$ cat src/logic/bec_pkg.sv
package bec_pkg;

  // register bus geometry
  localparam int unsigned BUS_ADDR_W = 8;
  localparam int unsigned BUS_DATA_W = 32;
  localparam int unsigned CSR_W = 8;

  // register byte addresses
  localparam logic [BUS_ADDR_W-1:0] IN_CSR_OFS = 8'h00;
  localparam logic [BUS_ADDR_W-1:0] OUT_CSR_OFS = 8'h04;

  // bulk in control/status field positions
  localparam int unsigned IN_TX_SHORT_PACKET = 7;
  localparam int unsigned IN_RSVD = 6;
  localparam int unsigned IN_FORCE_STALL = 5;
  localparam int unsigned IN_SENT_STALL = 4;
  localparam int unsigned IN_TX_UNDERRUN = 3;
  localparam int unsigned IN_TX_FIFO_FLUSH = 2;
  localparam int unsigned IN_TX_PACKET_COMPLETE = 1;
  localparam int unsigned IN_TX_FIFO_SERVICE = 0;

  // bulk out control/status field positions
  localparam int unsigned OUT_FORCE_STALL = 5;
  localparam int unsigned OUT_SENT_STALL = 4;
  localparam int unsigned OUT_RSVD_HI = 3;
  localparam int unsigned OUT_RSVD_LO = 2;
  localparam int unsigned OUT_RX_PACKET_COMPLETE = 1;
  localparam int unsigned OUT_RX_FIFO_SERVICE = 0;

  // reset values
  localparam logic [CSR_W-1:0] IN_CSR_RESET = 8'h01;
  localparam logic [CSR_W-1:0] OUT_CSR_RESET = 8'h00;

  // packet buffering
  localparam int unsigned MAX_PKT_BYTES = 64;
  localparam logic [1:0] BUF_COUNT = 2'h2;

  typedef enum logic [1:0] {
    HS_DATA,
    HS_ACK,
    HS_NAK,
    HS_STALL
  } bec_hs_code_t;

  typedef struct packed {
    logic valid;
    bec_hs_code_t code;
  } bec_hs_t;

  typedef struct packed {
    logic wr;
    logic rd;
    logic [BUS_ADDR_W-1:0] addr;
    logic [BUS_DATA_W-1:0] wdata;
  } bec_bus_req_t;

  // one-cycle events from the serial engine, same clock
  typedef struct packed {
    logic in_token;
    logic out_token;
    logic tx_sent;
    logic tx_underrun;
    logic rx_pkt_done;
    logic in_proto_err;
    logic out_proto_err;
    logic in_clear_feature;
    logic out_clear_feature;
  } bec_sie_ev_t;

  typedef struct packed {
    logic flag;
  } bec_flag_state_t;

endpackage : bec_pkg

$ cat src/logic/bec_sticky_flag.sv
`timescale 1ns/1ps
module bec_sticky_flag (
  input wire logic sys_clk_i,
  input wire logic nrst_i,
  input wire logic set_i,
  input wire logic clr_i,
  output logic flag_o
);
  import bec_pkg::*;

  bec_flag_state_t s_q;
  bec_flag_state_t s_d;

  // set beats a same-cycle clear so no event is lost
  always_comb begin
    s_d = s_q;
    if (clr_i) begin
      s_d.flag = 1'b0;
    end
    if (set_i) begin
      s_d.flag = 1'b1;
    end
  end

  always_ff @(posedge sys_clk_i or negedge nrst_i) begin
    if (!nrst_i) begin
      s_q <= '0;
    end else begin
      s_q <= s_d;
    end
  end

  assign flag_o = s_q.flag;

endmodule : bec_sticky_flag

$ cat src/logic/bec_bulk_ep_ctrl.sv
// Notes on behaviour
// - writing one to in bit 7 commits the partial transmit buffer as short packet
// - in bit 6 is reserved and reads zero
// - while in force-stall is one, every in token gets stall
// - sent-stall sets after a forced stall goes out; cleared by writing one
// - transmit underrun sets in bit 3; cleared by writing one
// - writing one to in bit 2 flushes transmit fifo; reads zero
// - in bit 1 sets when a packet was sent; write one clears
// - in bit 0 is one while transmit fifo has room for a packet
// - out service flag sets once a complete checked packet is held
// - out service flag stays until every receive buffer that holds a packet is read
// - out packet arrival sets receive-complete and, if enabled, interrupt request
// - receive-complete validates status and clears only by writing one
// - out tokens with no forced or automatic stall pending get nak while receive-complete set and both buffers full
// - out bits 2 and 3 are reserved with no function
// - out sent-stall sets when forced stall reached the bus
// - automatic protocol stalls never set sent-stall
// - clear feature from host ends forced and automatic stalls
// - after stall clears no more stalls until force-stall is set again or a protocol error sets the automatic stall
// - while out force-stall is set, every out token gets stall
// - out force-stall clears itself when sent-stall sets
`timescale 1ns/1ps
module bec_bulk_ep_ctrl #(
  parameter int unsigned MAX_PKT = bec_pkg::MAX_PKT_BYTES
) (
  input wire logic sys_clk_i,
  input wire logic nrst_i,
  input bec_pkg::bec_bus_req_t bus_i,
  output logic [bec_pkg::BUS_DATA_W-1:0] rd_data_o,
  input wire logic tx_byte_load_i,
  input wire logic rx_buf_drained_i,
  input wire logic rx_int_en_i,
  input bec_pkg::bec_sie_ev_t sie_i,
  output bec_pkg::bec_hs_t ep1_hs_o,
  output bec_pkg::bec_hs_t ep2_hs_o,
  output logic ep2_interrupt_request_o
);
  import bec_pkg::*;

  localparam int unsigned BYTE_W = $clog2(MAX_PKT);
  localparam logic [BYTE_W-1:0] LAST_BYTE = BYTE_W'(MAX_PKT - 1);

  typedef struct packed {
    logic [BYTE_W-1:0] tx_bytes;
    logic [1:0] tx_pkts;
    logic [1:0] rx_pkts;
    logic fst1;
    logic fst2;
    logic stall1;
    logic stall2;
    bec_hs_t hs1;
    bec_hs_t hs2;
    logic irq;
    logic [BUS_DATA_W-1:0] rdata;
  } bec_state_t;

  bec_state_t s_q;
  bec_state_t s_d;

  logic sst1;
  logic sst2;
  logic tx_undr_flag;
  logic tx_done_flag;
  logic rx_done_flag;

  logic wr_in;
  logic wr_out;
  logic sst1_set;
  logic sst2_set;
  logic tx_room;
  logic rx_ready;
  logic [CSR_W-1:0] in_csr;
  logic [CSR_W-1:0] out_csr;

  assign wr_in = bus_i.wr && (bus_i.addr == IN_CSR_OFS);
  assign wr_out = bus_i.wr && (bus_i.addr == OUT_CSR_OFS);
  assign sst1_set = sie_i.in_token && s_q.fst1;
  assign sst2_set = sie_i.out_token && s_q.fst2;
  assign tx_room = (s_q.tx_pkts < BUF_COUNT);
  assign rx_ready = (s_q.rx_pkts != 2'h0);

  always_comb begin
    in_csr = '0;
    in_csr[IN_FORCE_STALL] = s_q.fst1;
    in_csr[IN_SENT_STALL] = sst1;
    in_csr[IN_TX_UNDERRUN] = tx_undr_flag;
    in_csr[IN_TX_PACKET_COMPLETE] = tx_done_flag;
    in_csr[IN_TX_FIFO_SERVICE] = tx_room;
    out_csr = '0;
    out_csr[OUT_FORCE_STALL] = s_q.fst2;
    out_csr[OUT_SENT_STALL] = sst2;
    out_csr[OUT_RX_PACKET_COMPLETE] = rx_done_flag;
    out_csr[OUT_RX_FIFO_SERVICE] = rx_ready;
  end

  bec_sticky_flag u_sst1 (
    .sys_clk_i(sys_clk_i),
    .nrst_i(nrst_i),
    .set_i(sst1_set),
    .clr_i(wr_in && bus_i.wdata[IN_SENT_STALL]),
    .flag_o(sst1)
  );

  bec_sticky_flag u_tx_undr (
    .sys_clk_i(sys_clk_i),
    .nrst_i(nrst_i),
    .set_i(sie_i.tx_underrun),
    .clr_i(wr_in && bus_i.wdata[IN_TX_UNDERRUN]),
    .flag_o(tx_undr_flag)
  );

  bec_sticky_flag u_tx_done (
    .sys_clk_i(sys_clk_i),
    .nrst_i(nrst_i),
    .set_i(sie_i.tx_sent),
    .clr_i(wr_in && bus_i.wdata[IN_TX_PACKET_COMPLETE]),
    .flag_o(tx_done_flag)
  );

  bec_sticky_flag u_sst2 (
    .sys_clk_i(sys_clk_i),
    .nrst_i(nrst_i),
    .set_i(sst2_set),
    .clr_i(wr_out && bus_i.wdata[OUT_SENT_STALL]),
    .flag_o(sst2)
  );

  bec_sticky_flag u_rx_done (
    .sys_clk_i(sys_clk_i),
    .nrst_i(nrst_i),
    .set_i(sie_i.rx_pkt_done),
    .clr_i(wr_out && bus_i.wdata[OUT_RX_PACKET_COMPLETE]),
    .flag_o(rx_done_flag)
  );

  always_comb begin
    logic tx_commit;
    logic tx_take;
    logic rx_put;
    logic rx_take;
    tx_commit = 1'b0;
    tx_take = 1'b0;
    rx_put = 1'b0;
    rx_take = 1'b0;
    s_d = s_q;
    s_d.hs1 = '{valid: 1'b0, code: HS_NAK};
    s_d.hs2 = '{valid: 1'b0, code: HS_NAK};
    s_d.irq = 1'b0;

    // transmit side: bytes fill a buffer, a full or short buffer becomes a packet
    if (tx_byte_load_i && tx_room) begin
      if (s_q.tx_bytes == LAST_BYTE) begin
        s_d.tx_bytes = '0;
        tx_commit = 1'b1;
      end else begin
        s_d.tx_bytes = s_q.tx_bytes + BYTE_W'(1);
      end
    end
    if (wr_in && bus_i.wdata[IN_TX_SHORT_PACKET] && tx_room) begin
      s_d.tx_bytes = '0;
      tx_commit = 1'b1;
    end
    tx_take = sie_i.tx_sent && (s_q.tx_pkts != 2'h0);
    if (tx_commit && !tx_take) begin
      s_d.tx_pkts = s_q.tx_pkts + 2'h1;
    end else if (!tx_commit && tx_take) begin
      s_d.tx_pkts = s_q.tx_pkts - 2'h1;
    end
    if (wr_in && bus_i.wdata[IN_TX_FIFO_FLUSH]) begin
      s_d.tx_pkts = 2'h0;
      s_d.tx_bytes = '0;
    end

    // in token answer: forced stall, then automatic stall, then data or nak
    if (sie_i.in_token) begin
      s_d.hs1.valid = 1'b1;
      if (s_q.fst1 || s_q.stall1) begin
        s_d.hs1.code = HS_STALL;
      end else if (s_q.tx_pkts != 2'h0) begin
        s_d.hs1.code = HS_DATA;
      end else begin
        s_d.hs1.code = HS_NAK;
      end
    end
    if (sie_i.in_proto_err) begin
      s_d.stall1 = 1'b1;
    end
    if (sie_i.in_clear_feature) begin
      s_d.stall1 = 1'b0;
      s_d.fst1 = 1'b0;
    end
    if (wr_in) begin
      s_d.fst1 = bus_i.wdata[IN_FORCE_STALL];
    end

    // receive side: two packet buffers, software drains one at a time
    rx_put = sie_i.rx_pkt_done && (s_q.rx_pkts != BUF_COUNT);
    rx_take = rx_buf_drained_i && (s_q.rx_pkts != 2'h0);
    if (rx_put && !rx_take) begin
      s_d.rx_pkts = s_q.rx_pkts + 2'h1;
    end else if (!rx_put && rx_take) begin
      s_d.rx_pkts = s_q.rx_pkts - 2'h1;
    end
    s_d.irq = sie_i.rx_pkt_done && rx_int_en_i;

    // out token answer
    if (sie_i.out_token) begin
      s_d.hs2.valid = 1'b1;
      if (s_q.fst2) begin
        s_d.hs2.code = HS_STALL;
        s_d.fst2 = 1'b0;
        s_d.stall2 = 1'b1;
      end else if (s_q.stall2) begin
        s_d.hs2.code = HS_STALL;
      end else if (rx_done_flag && (s_q.rx_pkts == BUF_COUNT)) begin
        s_d.hs2.code = HS_NAK;
      end else begin
        s_d.hs2.code = HS_ACK;
      end
    end
    if (sie_i.out_proto_err) begin
      s_d.stall2 = 1'b1;
    end
    if (sie_i.out_clear_feature) begin
      s_d.stall2 = 1'b0;
      s_d.fst2 = 1'b0;
    end
    // software write wins over a same-cycle auto-clear
    if (wr_out) begin
      s_d.fst2 = bus_i.wdata[OUT_FORCE_STALL];
    end

    // read data stands one cycle after the strobe only
    s_d.rdata = '0;
    if (bus_i.rd && (bus_i.addr == IN_CSR_OFS)) begin
      s_d.rdata = {{(BUS_DATA_W-CSR_W){1'b0}}, in_csr};
    end else if (bus_i.rd && (bus_i.addr == OUT_CSR_OFS)) begin
      s_d.rdata = {{(BUS_DATA_W-CSR_W){1'b0}}, out_csr};
    end
  end

  always_ff @(posedge sys_clk_i or negedge nrst_i) begin
    if (!nrst_i) begin
      s_q <= '{tx_bytes: '0, tx_pkts: 2'h0, rx_pkts: 2'h0, fst1: 1'b0, fst2: 1'b0,
               stall1: 1'b0, stall2: 1'b0, hs1: '{valid: 1'b0, code: HS_NAK},
               hs2: '{valid: 1'b0, code: HS_NAK}, irq: 1'b0, rdata: '0};
    end else begin
      s_q <= s_d;
    end
  end

  assign rd_data_o = s_q.rdata;
  assign ep1_hs_o = s_q.hs1;
  assign ep2_hs_o = s_q.hs2;
  assign ep2_interrupt_request_o = s_q.irq;
endmodule : bec_bulk_ep_ctrl

$ cat config.mk
export PLATFORM = sky130hd
export DESIGN_NAME = bec_bulk_ep_ctrl
export DESIGN_NICKNAME = d
export VERILOG_FILES = /design/src/logic/bec_pkg.sv /design/src/logic/bec_sticky_flag.sv /design/src/logic/bec_bulk_ep_ctrl.sv
export SDC_FILE = /design/constraint.sdc
export NUM_CORES = 1
export LEC_CHECK = 0
export ABC_AREA = 1
export BUFFER_PORTS_ARGS = -buffer_cell sky130_fd_sc_hd__buf_4
export CAP_MARGIN = 5
export CORE_ASPECT_RATIO = 1.2
export CORE_UTILIZATION = 48
export CTS_CLUSTER_SIZE = 24
export DETAILED_ROUTE_END_ITERATION = 12
export GPL_TIMING_DRIVEN = 0
export HOLD_SLACK_MARGIN = 0.06
export PLACE_DENSITY = 0.85
export SYNTH_ARGS = -nofsm -noshare
export SYNTH_HDL_FRONTEND = slang
export SYNTH_SLANG_ARGS = --single-unit
$ cat constraint.sdc
create_clock -name sys_clk_i -period 4.7 [get_ports sys_clk_i]
set_input_delay 0.705 -clock sys_clk_i [delete_from_list [all_inputs] [get_ports sys_clk_i]]
set_output_delay 0.705 -clock sys_clk_i [all_outputs]
set_load 0.03 [all_outputs]
# Yosys cells after proc, flatten, opt, wreduce, memory -nomap -nowiden
# Cells that the tools add are included.
# classes
add_sub_neg	5
n_div	0
eq_ne	4
multipliers	0
reduce_logical	46
bitwise	0
shifts	0
mux	41
magnitude_cmp	1
# op_table
operator	count
6-bit 2-to-1 mux	5
1-bit logical AND	24
1-bit 2-to-1 mux	24
2-bit nonzero test	10
2-bit 2-to-1 mux	9
3-bit nonzero test	5
8-bit by 3-bit == test with 1-bit output (second input constant)	1
8-bit zero test	1
8-bit 2-to-1 mux	1
6-bit by 1-bit adder with 6-bit output (second input constant)	1
6-bit == test (second input constant)	1
3-bit 2-to-1 mux	2
2-bit by 1-bit adder with 2-bit output (second input constant)	2
1-bit zero test	4
2-bit by 1-bit subtractor with 2-bit output (second input constant)	2
2-bit == test (second input constant)	1
2-bit < comparator (second input constant)	1
2-bit != test (second input constant)	1
2-bit AND reduction	1
1-bit logical OR	1
# totals
n_memories	0
word_cells	115
mem_bits_ro	0
latchBits	0
ff_bits	58
ram_bits	0
in_bits	56
out_inout_bits	39

# Logic depth before layout (Yosys ltp)
# logic_depth
word_depth	10
mapped_depth	11
ltp_nobuf	11

# Cells and area by module
# From an unflattened synthesis, not the netlist that was laid out.
# unflattened
cells_unflattened	224
hier_area_um2	1825.5
# by_module_without_submodules
mod	seq_area_each_um2	instances	cells_per_inst	area_per_inst_um2
bec_bulk_ep_ctrl	653.1	1	199	1625.3
bec_sticky_flag	25.0	5	5	40.0

# Worst setup path after synthesis
# OpenSTA, ideal clock, no wires.
# synth_timing
kind	input to register
startpoint	input bus_i[33] (netlist bit)
endpoint	register s_q[46] (netlist bit)
path_buffers	0
setup_slack_ns	2.756
setup_time_ns	0.118
arrival_ns	1.826
required_ns	4.582
path_stages	10
cell_sequence	nor2_1 nand2_2 nor2_8 nand3_2 nand2_1 ha_1 inv_1 nand3_1 xor2_1 nor2_1
# synth_between
elab_chain_len	8
word_cells_on_any_way	12
classes_between	mux (3); reduce/logical (9)
# synth_lines
element	line	source
from (decl)	bec_bulk_ep_ctrl.sv:28	input bec_pkg::bec_bus_req_t bus_i,
8-bit zero test *	bec_bulk_ep_ctrl.sv:75	assign wr_in = bus_i.wr && (bus_i.addr == IN_CSR_OFS);
1-bit logical AND *	bec_bulk_ep_ctrl.sv:75	
1-bit logical AND (2 in a row)	bec_bulk_ep_ctrl.sv:159	if (wr_in && bus_i.wdata[IN_TX_SHORT_PACKET] && tx_room) begin
1-bit 2-to-1 mux	bec_bulk_ep_ctrl.sv:159	
1-bit logical AND or 1-bit zero test (tied branches)	bec_bulk_ep_ctrl.sv:164, bec_bulk_ep_ctrl.sv:166	
2-bit 2-to-1 mux or 1-bit logical AND (tied branches)	bec_bulk_ep_ctrl.sv:164, bec_bulk_ep_ctrl.sv:166	
8-bit 2-to-1 mux or 3-bit nonzero test (tied branches)	--	
to (signal assigned)	bec_bulk_ep_ctrl.sv:244	s_q <= '{tx_bytes: '0, tx_pkts: 2'h0, rx_pkts: 2'h0, fst1: 1'b0, fst2: 1'b0,
to (decl)	bec_bulk_ep_ctrl.sv:57	bec_state_t s_q;
# Every way passes the cells marked *; elsewhere a longest branch is shown, timed or not.
# A chain may end at the register's enable or synchronous reset.

# Worst setup path after layout
# Same ends and word-level chain as after synthesis.

==> impl_metrics.env <==
export IMPL_syn_to_final_growth_pct=30.2
export IMPL_p_int_uw=564
export IMPL_worstPathRequired_ns=4.87
export IMPL_r2r_start="s_q[48]"
export IMPL_wire_per_inst_um=9.64
export IMPL_num_vias=1417
export IMPL_start_util_pct=51.8
export IMPL_num_rows=23
export IMPL_ys_seq_area_share_pct=43.5
export IMPL_slowest_stage="ha_1"
export IMPL_clk_pin_slew_worst_paths_ns=0.06
export IMPL_pin_count=95
export IMPL_drt_iter0_drc=40
export IMPL_rr_worst_depth=10
export IMPL_violations="design-rule violations"
export IMPL_cp_common_cell="nor2_1"
export IMPL_io_buffer_count=41
export IMPL_hp_class="in2async"
export IMPL_numCtsBuffers=5
export IMPL_fin_util_pct=67.4
export IMPL_holdBufCountCts=0
export IMPL_whs_ns=0.340
export IMPL_async_flop_share_pct=100
export IMPL_rrSetupSlack_ns=2.94
export IMPL_syn_inst=219
export IMPL_synthTopCellsByArea="dfrtp_1, buf_4, nand2_1"
export IMPL_ys_ff_latch=31
export IMPL_maxCapViolations=0
export IMPL_synth_top_cell_area_share_pct=40.6
export IMPL_die_x_um=57.7
export IMPL_fin_worst_skew_ns=0.00439
export IMPL_cp_cell_sequence="buf_4, nor2_1, nand2_2, nor2_8, nand3_2, nand2_1, ha_1, inv_1, nand3_1, xor2_1, nor2_1"
export IMPL_ant_nets=0
export IMPL_layout_drive_gt1_share_pct=34.8
export IMPL_setup_viol=0
export IMPL_post_cts_resized=0
export IMPL_path_buf_inv=2
export IMPL_hold_viol_final=0
export IMPL_antennaDiodeCount=0
export IMPL_setup_worst_path_end_class="register"
export IMPL_pwr_share_seq_pct=42.1
export IMPL_crit_arrival_ns=2.09
export IMPL_hpwl_um=2480
export IMPL_finalNetCount=352
export IMPL_syn_area_per_cell_um2=8.16
export IMPL_core_area_mm2=0.00345
export IMPL_drtPass1Iterations=8
export IMPL_clkPwrFrac_pct=23.9
export IMPL_syn_area_mm2=0.00179
export IMPL_grt_max_degree=32
export IMPL_synth_distinct_cells=26
export IMPL_power_density_mw_per_mm2=378
export IMPL_path_delay_family="simple AND/OR/NAND/NOR gates"
export IMPL_ys_warn_count=0
export IMPL_via_per_inst=4.29
export IMPL_path_class="in2reg"
export IMPL_outcome="finished with violations"
export IMPL_insertion_delay_ns=0.28
export IMPL_synth_edff_count=0
export IMPL_grt_pass1_vias=1361
export IMPL_h_tree_depth=2
export IMPL_vdd_drop_max_mv=0.206
export IMPL_fin_crit_sh_pct=40.7
export IMPL_track_usage_pct=18.3
export IMPL_critPathMaxStageDelay_ns=0.24
export IMPL_combPwrFrac_pct=34.0
export IMPL_rsz0062_at_grt="false"
export IMPL_die_height_um=68.9
export IMPL_fillers=299
export IMPL_p_leak_uw=0.00138
export IMPL_wirelength_um=3180
export IMPL_netSwitchingPower_uw=315
export IMPL_grt_ovfl_total=0
export IMPL_critPathLaunchType="primary input"
export IMPL_sw_frac_of_total_pct=35.8
export IMPL_die_area_mm2=0.00397
export IMPL_reg2reg_to="s_q[46]"
export IMPL_grt_antenna_before_repair=0
export IMPL_cts_sinks=31
export IMPL_post_cts_setup_buffer_count=0
export IMPL_drcViolationCount=6
export IMPL_cts_root_buf="clkbuf_8"
export IMPL_clockBufferDepth=2
export IMPL_fmax_ghz=0.523
export IMPL_setup_tns_ns=0
export IMPL_synth_top_area_cell="dfrtp_1"
export IMPL_ys_flop_type="dfrtp_1"
export IMPL_cts_tree="done"
export IMPL_gp_congestion=0.779
export IMPL_report_final_slew_viol_count=0
export IMPL_grt_pass1_wl_um=5460
export IMPL_crit_fanout=8
export IMPL_post_route_min_period_ns=1.91
## flip-flops by register name (all words and copies together) (netlist names), 3 cells and up
register / flops
rd_data_o: 5
s_q: 12
ep2_hs_o: 3
ep1_hs_o: 3
## cell type report
type,instances,area (um^2),area share [%]
sequential,31,778,33.4
multi-input combinational,151,727,31.2
timing repair buffer,41,308,13.2
buffer,39,290,12.5
inverter,24,90.1,3.87
clock buffer,6,82.6,3.55
tap,37,46.3,1.99
clock inverter,1,5.00,0.215
## placed cells by master (no fill, tap or decap), drive strengths merged, types with 3 or more instances in the layout
cell / Yosys / final
ha: 3 / 3
xor2: 3 / 3
conb: 1 / 27
dfrtp: 29 / 29
nor2: 29 / 29
nand3: 22 / 22
clkbuf: 0 / 6
a21oi: 4 / 4
inv: 24 / 24
buf: 39 / 80
nand2: 54 / 54
## how the worst max path moves through the flow
stage	from	endpoint	slack, ns	cells after the start
floorplan	bus_i[33]	s_q[46]	2.76	10
global placement	bus_i[33]	s_q[46]	2.54	11
detailed placement	bus_i[33]	s_q[46]	2.50	11
CTS	bus_i[33]	s_q[46]	2.79	11
global route	bus_i[39]	s_q[46]	2.69	11
finish	bus_i[33]	s_q[46]	2.79	11
## metal layers
layer | wire length, um | share of wire (%) | vias up | track usage [%]
met4 | 63 | 2.0 | 0 | 8.93
met1 | 1300 | 41 | 609 | 18.9
met2 | 1630 | 51 | 46 | 35.3
li1 | - | - | 755 | -
met5 | 0 | 0 | - | 0
met3 | 182 | 5.7 | 7 | 3.92
## through the flow
stage | area [um^2] | power, uW | setup slack, ns | std cells
floorplan | 1890 | 593 | 2.76 | 245
global placement | 2240 | 654 | 2.54 | 323
detailed placement | 2240 | 669 | 2.50 | 323
CTS | 2330 | 883 | 2.79 | 330
global route | 2330 | 947 | 2.69 | 330
finish | 2330 | 880 | 2.79 | 330
## kinds of logic (layout without fill, tap and decap cells)
logic type               Yosys count  after routing  synth area share, %
other                              1             27                0.210
adder cells (fa/ha/maj)            3              3                 2.10
AO/OA/AOI/OAI                      8              8                 2.52
flip-flops                        31             31                 43.5
buffers and inverters             63            111                 21.3
XOR/XNOR                           4              4                 1.96
AND/OR/NAND/NOR                  109            109                 28.4
## synthesized netlist by cell type, types with 2 or more instances
cell type and n:
nand3b_1 2, nand3_1 20, ha_1 3, inv_1 22, nand2_2 5, a21oi_1 4
dfstp_2 2, inv_2 2, nor2_2 2, nand2_1 49, xor2_1 3, nor2_1 25
o21ai_0 2, buf_4 38, dfrtp_1 29
## worst register-to-register path, stage by stage (launching register included)
cell,delay (ns)
dfrtp_1,0.40
ha_1,0.19
nand2_1,0.06
nor2_1,0.19
nand3_1,0.10
nand2_1,0.10
ha_1,0.24
inv_1,0.08
nand3_1,0.09
xor2_1,0.15
nor2_1,0.06
## power by group through the flow
stage               clock (uW)  sequential (uW)  combinational (uW)
floorplan                    0              363                 229
global placement             0              368                 285
global route               229              377                 341
CTS                        215              369                 299
finish                     211              370                 299
detailed placement           0              373                 297
Note: power is estimated with default switching activity, not from simulation.
